## config.mk

```make
export PLATFORM = sky130hd
export DESIGN_NAME = uief_top
export DESIGN_NICKNAME = d
export VERILOG_FILES = /design/src/design/uief_pkg.sv /design/src/design/uief_top.sv
export VERILOG_INCLUDE_DIRS = /design/src /design/src/design
export SDC_FILE = /design/constraint.sdc
export NUM_CORES = 1
export LEC_CHECK = 0
export BUFFER_PORTS_ARGS = -buffer_cell sky130_fd_sc_hd__buf_2
export CAP_MARGIN = 20
export CORE_MARGIN = 2
export CORE_UTILIZATION = 45
export DETAILED_ROUTE_END_ITERATION = 7
export PLACE_DENSITY = 0.69
export SLEW_MARGIN = 20
export SYNTH_ARGS = -nofsm -noshare
export SYNTH_HDL_FRONTEND = slang
export SYNTH_SLANG_ARGS = --single-unit
```

## constraint.sdc

```tcl
create_clock -name core_clk -period 5.15 [get_ports core_clk]
set_input_delay 0.7725 -clock core_clk [delete_from_list [all_inputs] [get_ports core_clk]]
set_output_delay 0.7725 -clock core_clk [all_outputs]
set_load 0.02 [all_outputs]
```

## src/design/uief_map.svh

```systemverilog
`ifndef UIEF_MAP_SVH
`define UIEF_MAP_SVH

// Register byte offsets.
`define UIEF_OFS_EVT_FLAGS 12'h000
`define UIEF_OFS_EVT_EN 12'h004
`define UIEF_OFS_ERR_FLAGS 12'h008
`define UIEF_OFS_ERR_EN 12'h00c
`define UIEF_OFS_CTRL 12'h010
`define UIEF_OFS_TOK_STAT 12'h014

// Field positions.
`define UIEF_EVT_STALL 3'd7
`define UIEF_EVT_ATTACH 3'd6
`define UIEF_EVT_RESUME 3'd5
`define UIEF_EVT_IDLE 3'd4
`define UIEF_EVT_TOKEN 3'd3
`define UIEF_EVT_SOF 3'd2
`define UIEF_EVT_SUMMARY 3'd1
`define UIEF_EVT_RST_DET 3'd0
`define UIEF_ERR_BITSTUFF 3'd7
`define UIEF_ERR_BUS_MATRIX 3'd6
`define UIEF_ERR_DMA 3'd5
`define UIEF_ERR_TURNAROUND 3'd4
`define UIEF_ERR_PARTIAL 3'd3
`define UIEF_ERR_DATA_CRC 3'd2
`define UIEF_ERR_CRC5_EOF 3'd1
`define UIEF_ERR_PID 3'd0
`define UIEF_CTRL_HOST 0

// Reset values.
`define UIEF_RST_BYTE 8'h00
`define UIEF_RST_WORD 32'h0000_0000

// Timing.
`define UIEF_CLK_PERIOD_NS 50
`define UIEF_ATTACH_IDLE_NS 2500
`define UIEF_BIT_TIME_PS 83333
`define UIEF_TURNAROUND_BITS 16

`endif

```

## src/design/uief_pkg.sv

```systemverilog
package uief_pkg;

	// Hardware event pulses from the protocol engine.
	typedef struct packed {
		logic stall;
		logic attach;
		logic resume;
		logic idle;
		logic sof;
		logic bus_reset;
		logic detach;
	} uief_evt_t;

	// Error pulses from the protocol engine and DMA.
	typedef struct packed {
		logic bitstuff;
		logic bus_matrix;
		logic dma;
		logic partial_byte;
		logic data_crc;
		logic token_crc;
		logic pid;
	} uief_err_t;

	// Transaction status entry pushed on token completion.
	typedef struct packed {
		logic [3:0] endpoint;
		logic dir_tx;
		logic odd_bank;
	} uief_tok_t;

	typedef enum logic [1:0] {
		UIEF_TA_IDLE = 2'b00,
		UIEF_TA_WAIT = 2'b01
	} uief_ta_state_t;

endpackage

```

## src/design/uief_top.sv

```systemverilog
// Our own choices: the APB register port and the register offsets.
`timescale 1ns/10ps
`include "uief_map.svh"

// Contract
// - Device mode: bit 0 flags a valid bus reset.
// - Host mode: bit 0 flags a detached peripheral.
// - Attach counts only with host on, bus idle 2.5 us, no SE0.
// - Clearing the token flag advances the transaction status FIFO.
// - Summary error flag set only by enabled error flags.
// - Eight enable bits gate the eight event flags by position.
// - Errors reach the module interrupt only with summary enable set.
// - Bit-stuff violation rejects packet, sets bit 7.
// - Bad table or buffer address sets bit 6.
// - DMA late grant or truncation sets bit 5.
// - Idle over 16 bit times after EOP sets bit 4.
// - Data field not whole bytes sets bit 3.
// - Data CRC16 failure rejects packet, sets bit 2.
// - Device mode: token CRC5 failure sets bit 1.
// - Host mode: busy when frame counter hits zero sets bit 1.
// - PID check failure sets bit 0.
// - Error flags hardware set, reset zero, write one clears.
// - Error enables match error flag positions, bit 1 dual use.
// - Bits 31 to 8 read zero; enables read, write, reset zero.
// - Host capability bit selects host or device meaning.
// - Token flag means status entry of that token is readable.
module uief_top
	import uief_pkg::*;
#(
	parameter int TOK_DEPTH = 4,
	parameter int TOK_AW = 2
) (
	// Clock and reset.
	input wire logic core_clk,
	input wire logic nrst,
	// APB slave.
	input wire logic psel,
	input wire logic penable,
	input wire logic pwrite,
	input wire logic [11:0] paddr,
	input wire logic [31:0] pwdata,
	output logic [31:0] prdata,
	output logic pready,
	output logic pslverr,
	// Protocol engine events.
	input wire uief_evt_t evt_in,
	input wire uief_err_t err_in,
	input wire logic token_done,
	input wire uief_tok_t token_stat,
	input wire logic eop_done,
	input wire logic reply_expected,
	input wire logic reply_start,
	input wire logic frame_count_zero,
	input wire logic link_busy,
	// Bus line pins.
	input wire logic line_se0_pin,
	input wire logic line_active_pin,
	// Block outputs.
	output logic host_capability_enable,
	output logic packet_reject,
	output logic module_interrupt
);

	// ----------------------------------------------------------------
	// Timing constants
	// ----------------------------------------------------------------

	localparam int ATTACH_CYC =
		(`UIEF_ATTACH_IDLE_NS + `UIEF_CLK_PERIOD_NS - 1) /
		`UIEF_CLK_PERIOD_NS;
	localparam int TURN_CYC =
		(`UIEF_TURNAROUND_BITS * `UIEF_BIT_TIME_PS +
		`UIEF_CLK_PERIOD_NS * 1000 - 1) /
		(`UIEF_CLK_PERIOD_NS * 1000);
	localparam logic [7:0] ATTACH_LIM = 8'(ATTACH_CYC);
	localparam logic [7:0] TURN_LIM = 8'(TURN_CYC);

	// ----------------------------------------------------------------
	// Declarations
	// ----------------------------------------------------------------

	logic se0_s1_ff;
	logic se0_s2_ff;
	logic act_s1_ff;
	logic act_s2_ff;
	logic host_en_ff;
	logic host_prev_ff;
	logic [7:0] idle_cnt_ff;
	logic bus_quiet;
	logic [7:0] evt_flags_ff;
	logic [7:0] nxt_evt_flags;
	logic [7:0] evt_en_ff;
	logic [7:0] err_flags_ff;
	logic [7:0] nxt_err_flags;
	logic [7:0] err_en_ff;
	logic [7:0] evt_set;
	logic [7:0] err_set;
	logic [7:0] evt_view;
	uief_ta_state_t ta_state_ff;
	uief_ta_state_t nxt_ta_state;
	logic [7:0] ta_cnt_ff;
	logic ta_timeout;
	uief_tok_t tok_mem_ff [TOK_DEPTH];
	logic [TOK_AW-1:0] tok_rd_ff;
	logic [TOK_AW-1:0] tok_wr_ff;
	logic [TOK_AW:0] tok_cnt_ff;
	logic tok_empty;
	logic tok_full;
	logic tok_push;
	logic tok_pop;
	logic [31:0] rdata_ff;
	logic hit_ff;
	logic wr_fire;
	logic [7:0] wbyte;
	logic reject_ff;
	logic irq_ff;

	// ----------------------------------------------------------------
	// Address decode
	// ----------------------------------------------------------------

	function automatic logic reg_hit(input logic [11:0] a);
		reg_hit = (a == `UIEF_OFS_EVT_FLAGS) ||
			(a == `UIEF_OFS_EVT_EN) ||
			(a == `UIEF_OFS_ERR_FLAGS) ||
			(a == `UIEF_OFS_ERR_EN) ||
			(a == `UIEF_OFS_CTRL) ||
			(a == `UIEF_OFS_TOK_STAT);
	endfunction

	function automatic logic w1c_to(input logic [11:0] a,
		input logic [11:0] ofs);
		w1c_to = (a == ofs);
	endfunction

	// ----------------------------------------------------------------
	// Pin synchronisers
	// ----------------------------------------------------------------

	always_ff @(posedge core_clk or negedge nrst) begin
		if (!nrst) begin
			se0_s1_ff <= 1'b0;
			se0_s2_ff <= 1'b0;
			act_s1_ff <= 1'b0;
			act_s2_ff <= 1'b0;
		end else begin
			se0_s1_ff <= line_se0_pin;
			se0_s2_ff <= se0_s1_ff;
			act_s1_ff <= line_active_pin;
			act_s2_ff <= act_s1_ff;
		end
	end

	// ----------------------------------------------------------------
	// APB slave
	// ----------------------------------------------------------------

	assign wr_fire = psel && penable && pwrite;
	assign wbyte = pwdata[7:0];

	// Read data and decode are captured in the setup cycle.
	always_ff @(posedge core_clk or negedge nrst) begin
		if (!nrst) begin
			rdata_ff <= `UIEF_RST_WORD;
			hit_ff <= 1'b0;
		end else if (psel && !penable) begin
			hit_ff <= reg_hit(paddr);
			rdata_ff <= `UIEF_RST_WORD;
			unique case (paddr)
				`UIEF_OFS_EVT_FLAGS: rdata_ff[7:0] <= evt_view;
				`UIEF_OFS_EVT_EN: rdata_ff[7:0] <= evt_en_ff;
				`UIEF_OFS_ERR_FLAGS: rdata_ff[7:0] <= err_flags_ff;
				`UIEF_OFS_ERR_EN: rdata_ff[7:0] <= err_en_ff;
				`UIEF_OFS_CTRL: rdata_ff[`UIEF_CTRL_HOST] <= host_en_ff;
				`UIEF_OFS_TOK_STAT: begin
					if (!tok_empty) begin
						rdata_ff[7:2] <= tok_mem_ff[tok_rd_ff];
					end
				end
				default: rdata_ff <= `UIEF_RST_WORD;
			endcase
		end
	end

	assign pready = psel && penable;
	assign pslverr = psel && penable && !hit_ff;
	assign prdata = rdata_ff;

	// ----------------------------------------------------------------
	// Control and enable registers
	// ----------------------------------------------------------------

	always_ff @(posedge core_clk or negedge nrst) begin
		if (!nrst) begin
			evt_en_ff <= `UIEF_RST_BYTE;
			err_en_ff <= `UIEF_RST_BYTE;
			host_en_ff <= 1'b0;
		end else if (wr_fire) begin
			if (w1c_to(paddr, `UIEF_OFS_EVT_EN)) begin
				evt_en_ff <= wbyte;
			end
			if (w1c_to(paddr, `UIEF_OFS_ERR_EN)) begin
				err_en_ff <= wbyte;
			end
			if (w1c_to(paddr, `UIEF_OFS_CTRL)) begin
				host_en_ff <= wbyte[`UIEF_CTRL_HOST];
			end
		end
	end

	assign host_capability_enable = host_en_ff;

	// ----------------------------------------------------------------
	// Attach qualification
	// ----------------------------------------------------------------

	// The attach idle counter restarts whenever the host bit changes.
	always_ff @(posedge core_clk or negedge nrst) begin
		if (!nrst) begin
			host_prev_ff <= 1'b0;
			idle_cnt_ff <= 8'h00;
		end else begin
			host_prev_ff <= host_en_ff;
			if (act_s2_ff || (host_prev_ff != host_en_ff)) begin
				idle_cnt_ff <= 8'h00;
			end else if (idle_cnt_ff != ATTACH_LIM) begin
				idle_cnt_ff <= idle_cnt_ff + 8'h01;
			end
		end
	end

	assign bus_quiet = (idle_cnt_ff == ATTACH_LIM);

	// ----------------------------------------------------------------
	// Turnaround timer
	// ----------------------------------------------------------------

	always_comb begin
		nxt_ta_state = ta_state_ff;
		unique case (ta_state_ff)
			UIEF_TA_IDLE: begin
				if (eop_done && reply_expected) begin
					nxt_ta_state = UIEF_TA_WAIT;
				end
			end
			UIEF_TA_WAIT: begin
				if (reply_start || ta_timeout || eop_done) begin
					nxt_ta_state = UIEF_TA_IDLE;
				end
			end
			default: nxt_ta_state = UIEF_TA_IDLE;
		endcase
	end

	always_ff @(posedge core_clk or negedge nrst) begin
		if (!nrst) begin
			ta_state_ff <= UIEF_TA_IDLE;
			ta_cnt_ff <= 8'h00;
		end else begin
			ta_state_ff <= nxt_ta_state;
			if (ta_state_ff == UIEF_TA_WAIT) begin
				ta_cnt_ff <= ta_cnt_ff + 8'h01;
			end else begin
				ta_cnt_ff <= 8'h00;
			end
		end
	end

	assign ta_timeout = (ta_state_ff == UIEF_TA_WAIT) &&
		(ta_cnt_ff == TURN_LIM) && !reply_start;

	// ----------------------------------------------------------------
	// Transaction status FIFO
	// ----------------------------------------------------------------

	assign tok_empty = (tok_cnt_ff == '0);
	assign tok_full = (tok_cnt_ff == (TOK_AW+1)'(TOK_DEPTH));
	assign tok_push = token_done && !tok_full;
	assign tok_pop = wr_fire && w1c_to(paddr, `UIEF_OFS_EVT_FLAGS) &&
		wbyte[`UIEF_EVT_TOKEN] && !tok_empty;

	always_ff @(posedge core_clk or negedge nrst) begin
		if (!nrst) begin
			tok_rd_ff <= '0;
			tok_wr_ff <= '0;
			tok_cnt_ff <= '0;
		end else begin
			if (tok_push) begin
				tok_wr_ff <= tok_wr_ff + 1'b1;
			end
			if (tok_pop) begin
				tok_rd_ff <= tok_rd_ff + 1'b1;
			end
			if (tok_push && !tok_pop) begin
				tok_cnt_ff <= tok_cnt_ff + 1'b1;
			end else if (tok_pop && !tok_push) begin
				tok_cnt_ff <= tok_cnt_ff - 1'b1;
			end
		end
	end

	always_ff @(posedge core_clk) begin
		if (tok_push) begin
			tok_mem_ff[tok_wr_ff] <= token_stat;
		end
	end

	// ----------------------------------------------------------------
	// Flag sources
	// ----------------------------------------------------------------

	always_comb begin
		evt_set = 8'h00;
		evt_set[`UIEF_EVT_STALL] = evt_in.stall;
		evt_set[`UIEF_EVT_ATTACH] = evt_in.attach && host_en_ff &&
			bus_quiet && !se0_s2_ff;
		evt_set[`UIEF_EVT_RESUME] = evt_in.resume;
		evt_set[`UIEF_EVT_IDLE] = evt_in.idle;
		evt_set[`UIEF_EVT_SOF] = evt_in.sof;
		evt_set[`UIEF_EVT_RST_DET] = host_en_ff ?
			evt_in.detach :
			evt_in.bus_reset;
	end

	always_comb begin
		err_set = 8'h00;
		err_set[`UIEF_ERR_BITSTUFF] = err_in.bitstuff;
		err_set[`UIEF_ERR_BUS_MATRIX] = err_in.bus_matrix;
		err_set[`UIEF_ERR_DMA] = err_in.dma;
		err_set[`UIEF_ERR_TURNAROUND] = ta_timeout;
		err_set[`UIEF_ERR_PARTIAL] = err_in.partial_byte;
		err_set[`UIEF_ERR_DATA_CRC] = err_in.data_crc;
		err_set[`UIEF_ERR_CRC5_EOF] = host_en_ff ?
			(frame_count_zero && link_busy) :
			err_in.token_crc;
		err_set[`UIEF_ERR_PID] = err_in.pid;
	end

	// ----------------------------------------------------------------
	// Sticky flags
	// ----------------------------------------------------------------

	// A set in the cycle of a clear wins.
	for (genvar i = 0; i < 8; i++) begin : g_flags
		logic evt_clr;
		logic err_clr;
		assign evt_clr = wr_fire && wbyte[i] &&
			w1c_to(paddr, `UIEF_OFS_EVT_FLAGS);
		assign err_clr = wr_fire && wbyte[i] &&
			w1c_to(paddr, `UIEF_OFS_ERR_FLAGS);
		assign nxt_evt_flags[i] = (evt_flags_ff[i] && !evt_clr) ||
			evt_set[i];
		assign nxt_err_flags[i] = (err_flags_ff[i] && !err_clr) ||
			err_set[i];
	end

	always_ff @(posedge core_clk or negedge nrst) begin
		if (!nrst) begin
			evt_flags_ff <= `UIEF_RST_BYTE;
		end else begin
			evt_flags_ff <= nxt_evt_flags;
		end
	end

	always_ff @(posedge core_clk or negedge nrst) begin
		if (!nrst) begin
			err_flags_ff <= `UIEF_RST_BYTE;
		end else begin
			err_flags_ff <= nxt_err_flags;
		end
	end

	// Token and summary bits are live views, not stored flags.
	always_comb begin
		evt_view = evt_flags_ff;
		evt_view[`UIEF_EVT_TOKEN] = !tok_empty;
		evt_view[`UIEF_EVT_SUMMARY] =
			|(err_flags_ff & err_en_ff);
	end

	// ----------------------------------------------------------------
	// Packet reject and module interrupt
	// ----------------------------------------------------------------

	always_ff @(posedge core_clk or negedge nrst) begin
		if (!nrst) begin
			reject_ff <= 1'b0;
		end else begin
			reject_ff <= err_in.bitstuff ||
				err_in.data_crc ||
				(!host_en_ff && err_in.token_crc);
		end
	end

	assign packet_reject = reject_ff;

	// Summary bit passes only through its own enable.
	always_ff @(posedge core_clk or negedge nrst) begin
		if (!nrst) begin
			irq_ff <= 1'b0;
		end else begin
			irq_ff <= |(evt_view & evt_en_ff);
		end
	end

	assign module_interrupt = irq_ff;

endmodule

```

======== After elaboration in Yosys (flattened, before gate mapping) ========
Memories as Yosys holds them, arrays and structs flattened.
Index checks and enable logic that the tools add are counted.
storage, ports and cells
  register bits after elaboration ......... 74
  memory bits (writable) .................. 24
  bits of input ports ..................... 77
  output and inout bits ................... 37
  word-level logic and storage cells ...... 176
  memories ................................ 1
memory list
  memory      words  bits a word  read ports  clocked after memory_dff  write ports  line             source
  tok_mem_ff  4      6            1           0                         1            uief_top.sv:103  uief_tok_t tok_mem_ff [TOK_DEPTH];
operators by class
  add/sub/neg operators ................... 6
  eq/ne operators ......................... 13
  muxes and demuxes ....................... 16
  bitwise gates (word level) .............. 2
  reductions and logical operators ........ 118
operator list
  operator               count
  $logic_and A1 B1 Y1    58
  $pmux W6 S5            1
  $logic_not A1 Y1       25
  $eq A12 B4 Y1 const B  2
  $eq A12 B5 Y1 const B  2
  $logic_or A1 B1 Y1     24
  $mux W8                3
  $add A8 B1 Y8 const B  2
  $and A8 B8 Y8          2
  $reduce_or A8 Y1       2
  $eq A12 B3 Y1 const B  1
  $logic_not A12 Y1      1
  $eq A8 B5 Y1 const B   1
  $eq A8 B6 Y1 const B   1
  $ne A8 B6 Y1 const B   1
  $reduce_and A2 Y1      4
  $mux W3                2
  $mux W6                1
  $pmux W1 S5            1
  $add A2 B1 Y2 const B  2
  $mux W1                4
  $mux W2                2
  $ne A2 B2 Y1 const B   2
  $pmux W1 S4            1
  other kinds (9)        10

======== Depth between registers and ports, before layout ========
  depth in word-level cells ............... 8
  depth in mapped cells ................... 10
  depth with buffers taken out ............ 9

======== Worst setup path after synthesis ========
Ideal clock, no wire load.
  path type ............................... input-to-reg
  start ................................... in paddr[9]
  end ..................................... reg tok_cnt_ff[1]
  arrival time ............................ 2,718 ps
  data required time ...................... 5,025 ps
  setup slack ............................. 2,307 ps
  stages on the path ...................... 8
  cell sequence ........................... or4_1 -> buf_2 -> nor2_1 -> nand4b_1 -> ha_1 -> inv_1 -> fa_1 -> mux2_2
on the way
  word-level cells in the longest chain between the ends .. 7
  elaborated cells on any way between the ends .. 9
  classes of those cells .................. mux (1); reduce/logical (8)
ends and longest elaborated chain
  element                                        line             source
  from (decl)                                    uief_top.sv:40   input wire logic [11:0] paddr,
  $logic_not A12 Y1 *                            uief_top.sv:133  w1c_to = (a == ofs);
  $logic_and A1 B1 Y1 * (3 in series)            uief_top.sv:279  assign tok_pop = wr_fire && w1c_to(paddr, `UIEF_OFS_EVT_FLAGS) &&
  $logic_not A1 Y1                               uief_top.sv:294  if (tok_push && !tok_pop) begin
  $logic_and A1 B1 Y1                            uief_top.sv:294
  $mux W3 or $reduce_bool A2 Y1 (tied branches)  --
  to (signal assigned)                           uief_top.sv:295  tok_cnt_ff <= tok_cnt_ff + 1'b1;
  to (signal assigned)                           uief_top.sv:297  tok_cnt_ff <= tok_cnt_ff - 1'b1;
  to (decl)                                      uief_top.sv:106  logic [TOK_AW:0] tok_cnt_ff;
Every way passes the cells marked *; elsewhere a longest branch is shown, timed or not.
A chain may end at the register's enable or synchronous reset.

======== Final worst setup path ========
Same ends and word-level chain as after synthesis.

==> flow_metrics.tcl <==
set metrics [dict create \
    status "completed" \
    clock-sinks 95 \
    min_path_cells 0 \
    fill_cells 860 \
    fp.dieW_um 104.5 \
    slew_viol_final 0 \
    hold_class "register to register" \
    power_density_nw_per_um2 314.4 \
    crit_slowest_cell "or4_1" \
    fin_area_um2 5101 \
    routed-via-count 2911 \
    clock_path_buffers 2 \
    synthFlopType "dfrtp_1" \
    htree_levels 3 \
    crit_arrival_ns 3.16 \
    num_rows 36 \
    grt_max_degree 72 \
    leakagePower_uw 0.002187 \
    wl_per_cell_um 16.43 \
    gp_congestion 0.7936 \
    cts_root_buf "clkbuf_8" \
    grt_pass1_vias 2882 \
    synth_area_leaders "dfrtp_1 39%, edfxtp_1 16%, mux4_2 6.4%" \
    fmax_mhz 343.5 \
    pin_count 114 \
    viasPerCell 5.293 \
    antenna_found_initial 0 \
    portBuffers 65 \
    syn2layout_area_growth_pct 12.25 \
    criticalPathCategory "input pin to register" \
    vdd_drop_max_v 0.0001319 \
    drv_cap 0 \
    core_area_um2 9774 \
    min_period_ns 2.911 \
    clk_transition_reported_paths_ns 0.09 \
    critPathLaunchType "input pin" \
    start_util 0.4649 \
    hpwl_mm 6.464 \
    fin_setup_tns_ns 0 \
    period_share 0.5653 \
    setup_viol_count_final 0 \
    rsz0062_at_grt "false" \
    synth_edf_count 24 \
    synth.distinct_cells 58 \
    ys_seq_area_frac 0.5496 \
    cts_tree "done" \
    worst_slew_pin_slew_ns 0.8776 \
    synth_top_area_frac 0.3910 \
    yosys.area.top_type "dfrtp_1" \
    numCtsBuffers 9 \
    die_area_um2 10920 \
    hold_buffers 0 \
    synth_area_um2 4544 \
    avgSynthCellArea_um2 12.98 \
    whs_ns 0.3632 \
    relSlewSlack 0.4149 \
    cp_cell_sequence "buf_2, or4_1, nor2_1, nand4b_1, ha_1, inv_1, fa_1, mux2_2" \
    firstDrtPassIters 6 \
    cts_resized 0 \
    cp_slowest_stage_delay_ns 0.70 \
    rr_worst_depth 9 \
    synthArstFlopShare 0.7474 \
    critPathMaxFanout 6 \
    hold_viol 0 \
    clk-insertion-delay-late_ns 0.36 \
    antenna_cells 0 \
    drive_gt1_frac 0.2854 \
    yosys_register_bits 95 \
    die_height_um 104.5 \
    layout.nets 499 \
    grt_pass1_wl_mm 15.08 \
    placed_area_um2 4895 \
    drt-initial-drc-count 139 \
    netlist_instances 350 \
    worstPathRequired_ns 5.40 \
    gr-usage-all-layers 0.1798 \
    clock_skew_ns 0.01176 \
    drc_errors 0 \
    gr-total-overflow 0 \
    cp-end-kind "register" \
    ant_nets 0 \
    drt_wl_total_mm 9.037 \
    yosysWarnings 0 \
    cts_setup_buffers 0 \
]
==> cells in the mapped netlist (all sizes together) (2+ instances only) <==
cell type	count
clkbuf	5
ha	8
o21ai	12
nand3	14
a22oi	13
nor2	11
nor3	7
mux4	13
xor2	7
or4b	2
or2	2
edfxtp	24
and2	11
nand4b	9
a21o	11
nand3b	2
buf	33
mux2	18
nand4	3
dfrtp	71
xnor2	9
a21boi	3
nand2	17
and3	2
nand2b	3
or4	2
inv	5
or3	6
a21oi	3
a221o	2
nor2b	4
nor4	2
==> report_power, final <==
group	leakage (µW)	switching, µW	internal, µW
Sequential	0.00112	37.6	840
Combinational	0.000960	131	87.1
Clock	0.000107	244	263
Total	0.00219	413	1190
==> through the flow <==
step / power [µW] / util / instances / setup slack [ns]
2_1_floorplan: 1041 / - / 373 / 2.307
3_3_place_gp: 1095 / 0.5008 / 535 / 1.950
3_5_place_dp: 1116 / 0.5008 / 535 / 1.858
4_1_cts: 1622 / 0.5219 / 550 / 2.248
5_1_grt: 1689 / 0.5219 / 550 / 2.131
6_report: 1604 / 0.5219 / 550 / 2.239
==> cells in the final DEF, fill, tap and decap left out, types with 9 or more instances in the layout <==
cell type,n
nor2_1,11
buf_2,65
xnor2_1,9
mux4_2,13
a22oi_1,13
conb_1,24
nand4b_1,9
nand2_1,17
and2_1,11
o21ai_0,11
a21o_1,11
clkbuf_8,10
dfrtp_1,71
edfxtp_1,24
mux2_2,10
nand3_1,13
==> final cells by class <==
| class | instances | area [µm²] | share of cell area |
|---|---|---|---|
| Clock buffer | 12 | 166.4 | 0.03262 |
| Clock inverter | 3 | 40.04 | 0.007849 |
| Inverter | 5 | 18.77 | 0.003679 |
| Multi-Input combinational cell | 235 | 1872 | 0.3669 |
| Sequential cell | 95 | 2497 | 0.4896 |
| Tap cell | 133 | 166.4 | 0.03262 |
| Timing Repair Buffer | 67 | 340.3 | 0.06672 |
==> state kept, by name, indices dropped and copies added (netlist names) <==
name / count
module_interrupt: 1
err_en_ff: 8
hit_ff: 1
packet_reject: 1
evt_en_ff: 8
evt_flags_ff: 6
tok_cnt_ff: 3
ta_state_ff: 1
act_s1_ff: 1
host_capability_enable: 1
idle_cnt_ff: 8
tok_wr_ff: 2
se0_s1_ff: 1
se0_s2_ff: 1
tok_rd_ff: 2
err_flags_ff: 8
tok_mem_ff: 24
host_prev_ff: 1
prdata: 8
act_s2_ff: 1
ta_cnt_ff: 8
==> worst max-delay path: cells and delay by family <==
family,cells,cell delay (ns)
simple gates,3,1.23
mux,1,0.27
buf+inv,2,0.17
fa+ha+maj,2,0.72
==> kinds of logic after synthesis <==
logic type | share of synthesized area
simple gates | 0.1368
xor+xnor | 0.03084
compound gates | 0.08012
fa+ha+maj | 0.02643
mux | 0.1178
other cells | 0.0008252
flops | 0.5496
buf+inv | 0.05754
==> final timing paths <==
check                              start  slack, ns              to
min                            act_s1_ff       0.36       act_s2_ff
max reg2reg                tok_cnt_ff[0]       2.74   tok_cnt_ff[2]
min reg2reg                    act_s1_ff       0.36       act_s2_ff
max                             paddr[9]       2.24   tok_cnt_ff[1]
max in group asynchronous           nrst       3.96    tok_wr_ff[0]
min in group asynchronous           nrst       0.63  idle_cnt_ff[6]
==> per-layer routing <==
metal | part of all wire | global-route usage | up-vias
li1 | - | - | 1360
met1 | 0.47 | 0.2501 | 1458
met2 | 0.47 | 0.2694 | 82
met3 | 0.052 | 0.05702 | 11
met4 | 0.016 | 0.05598 | 0
met5 | 0 | 0 | -
No activity file was read; power rests on OpenSTA's default activity.
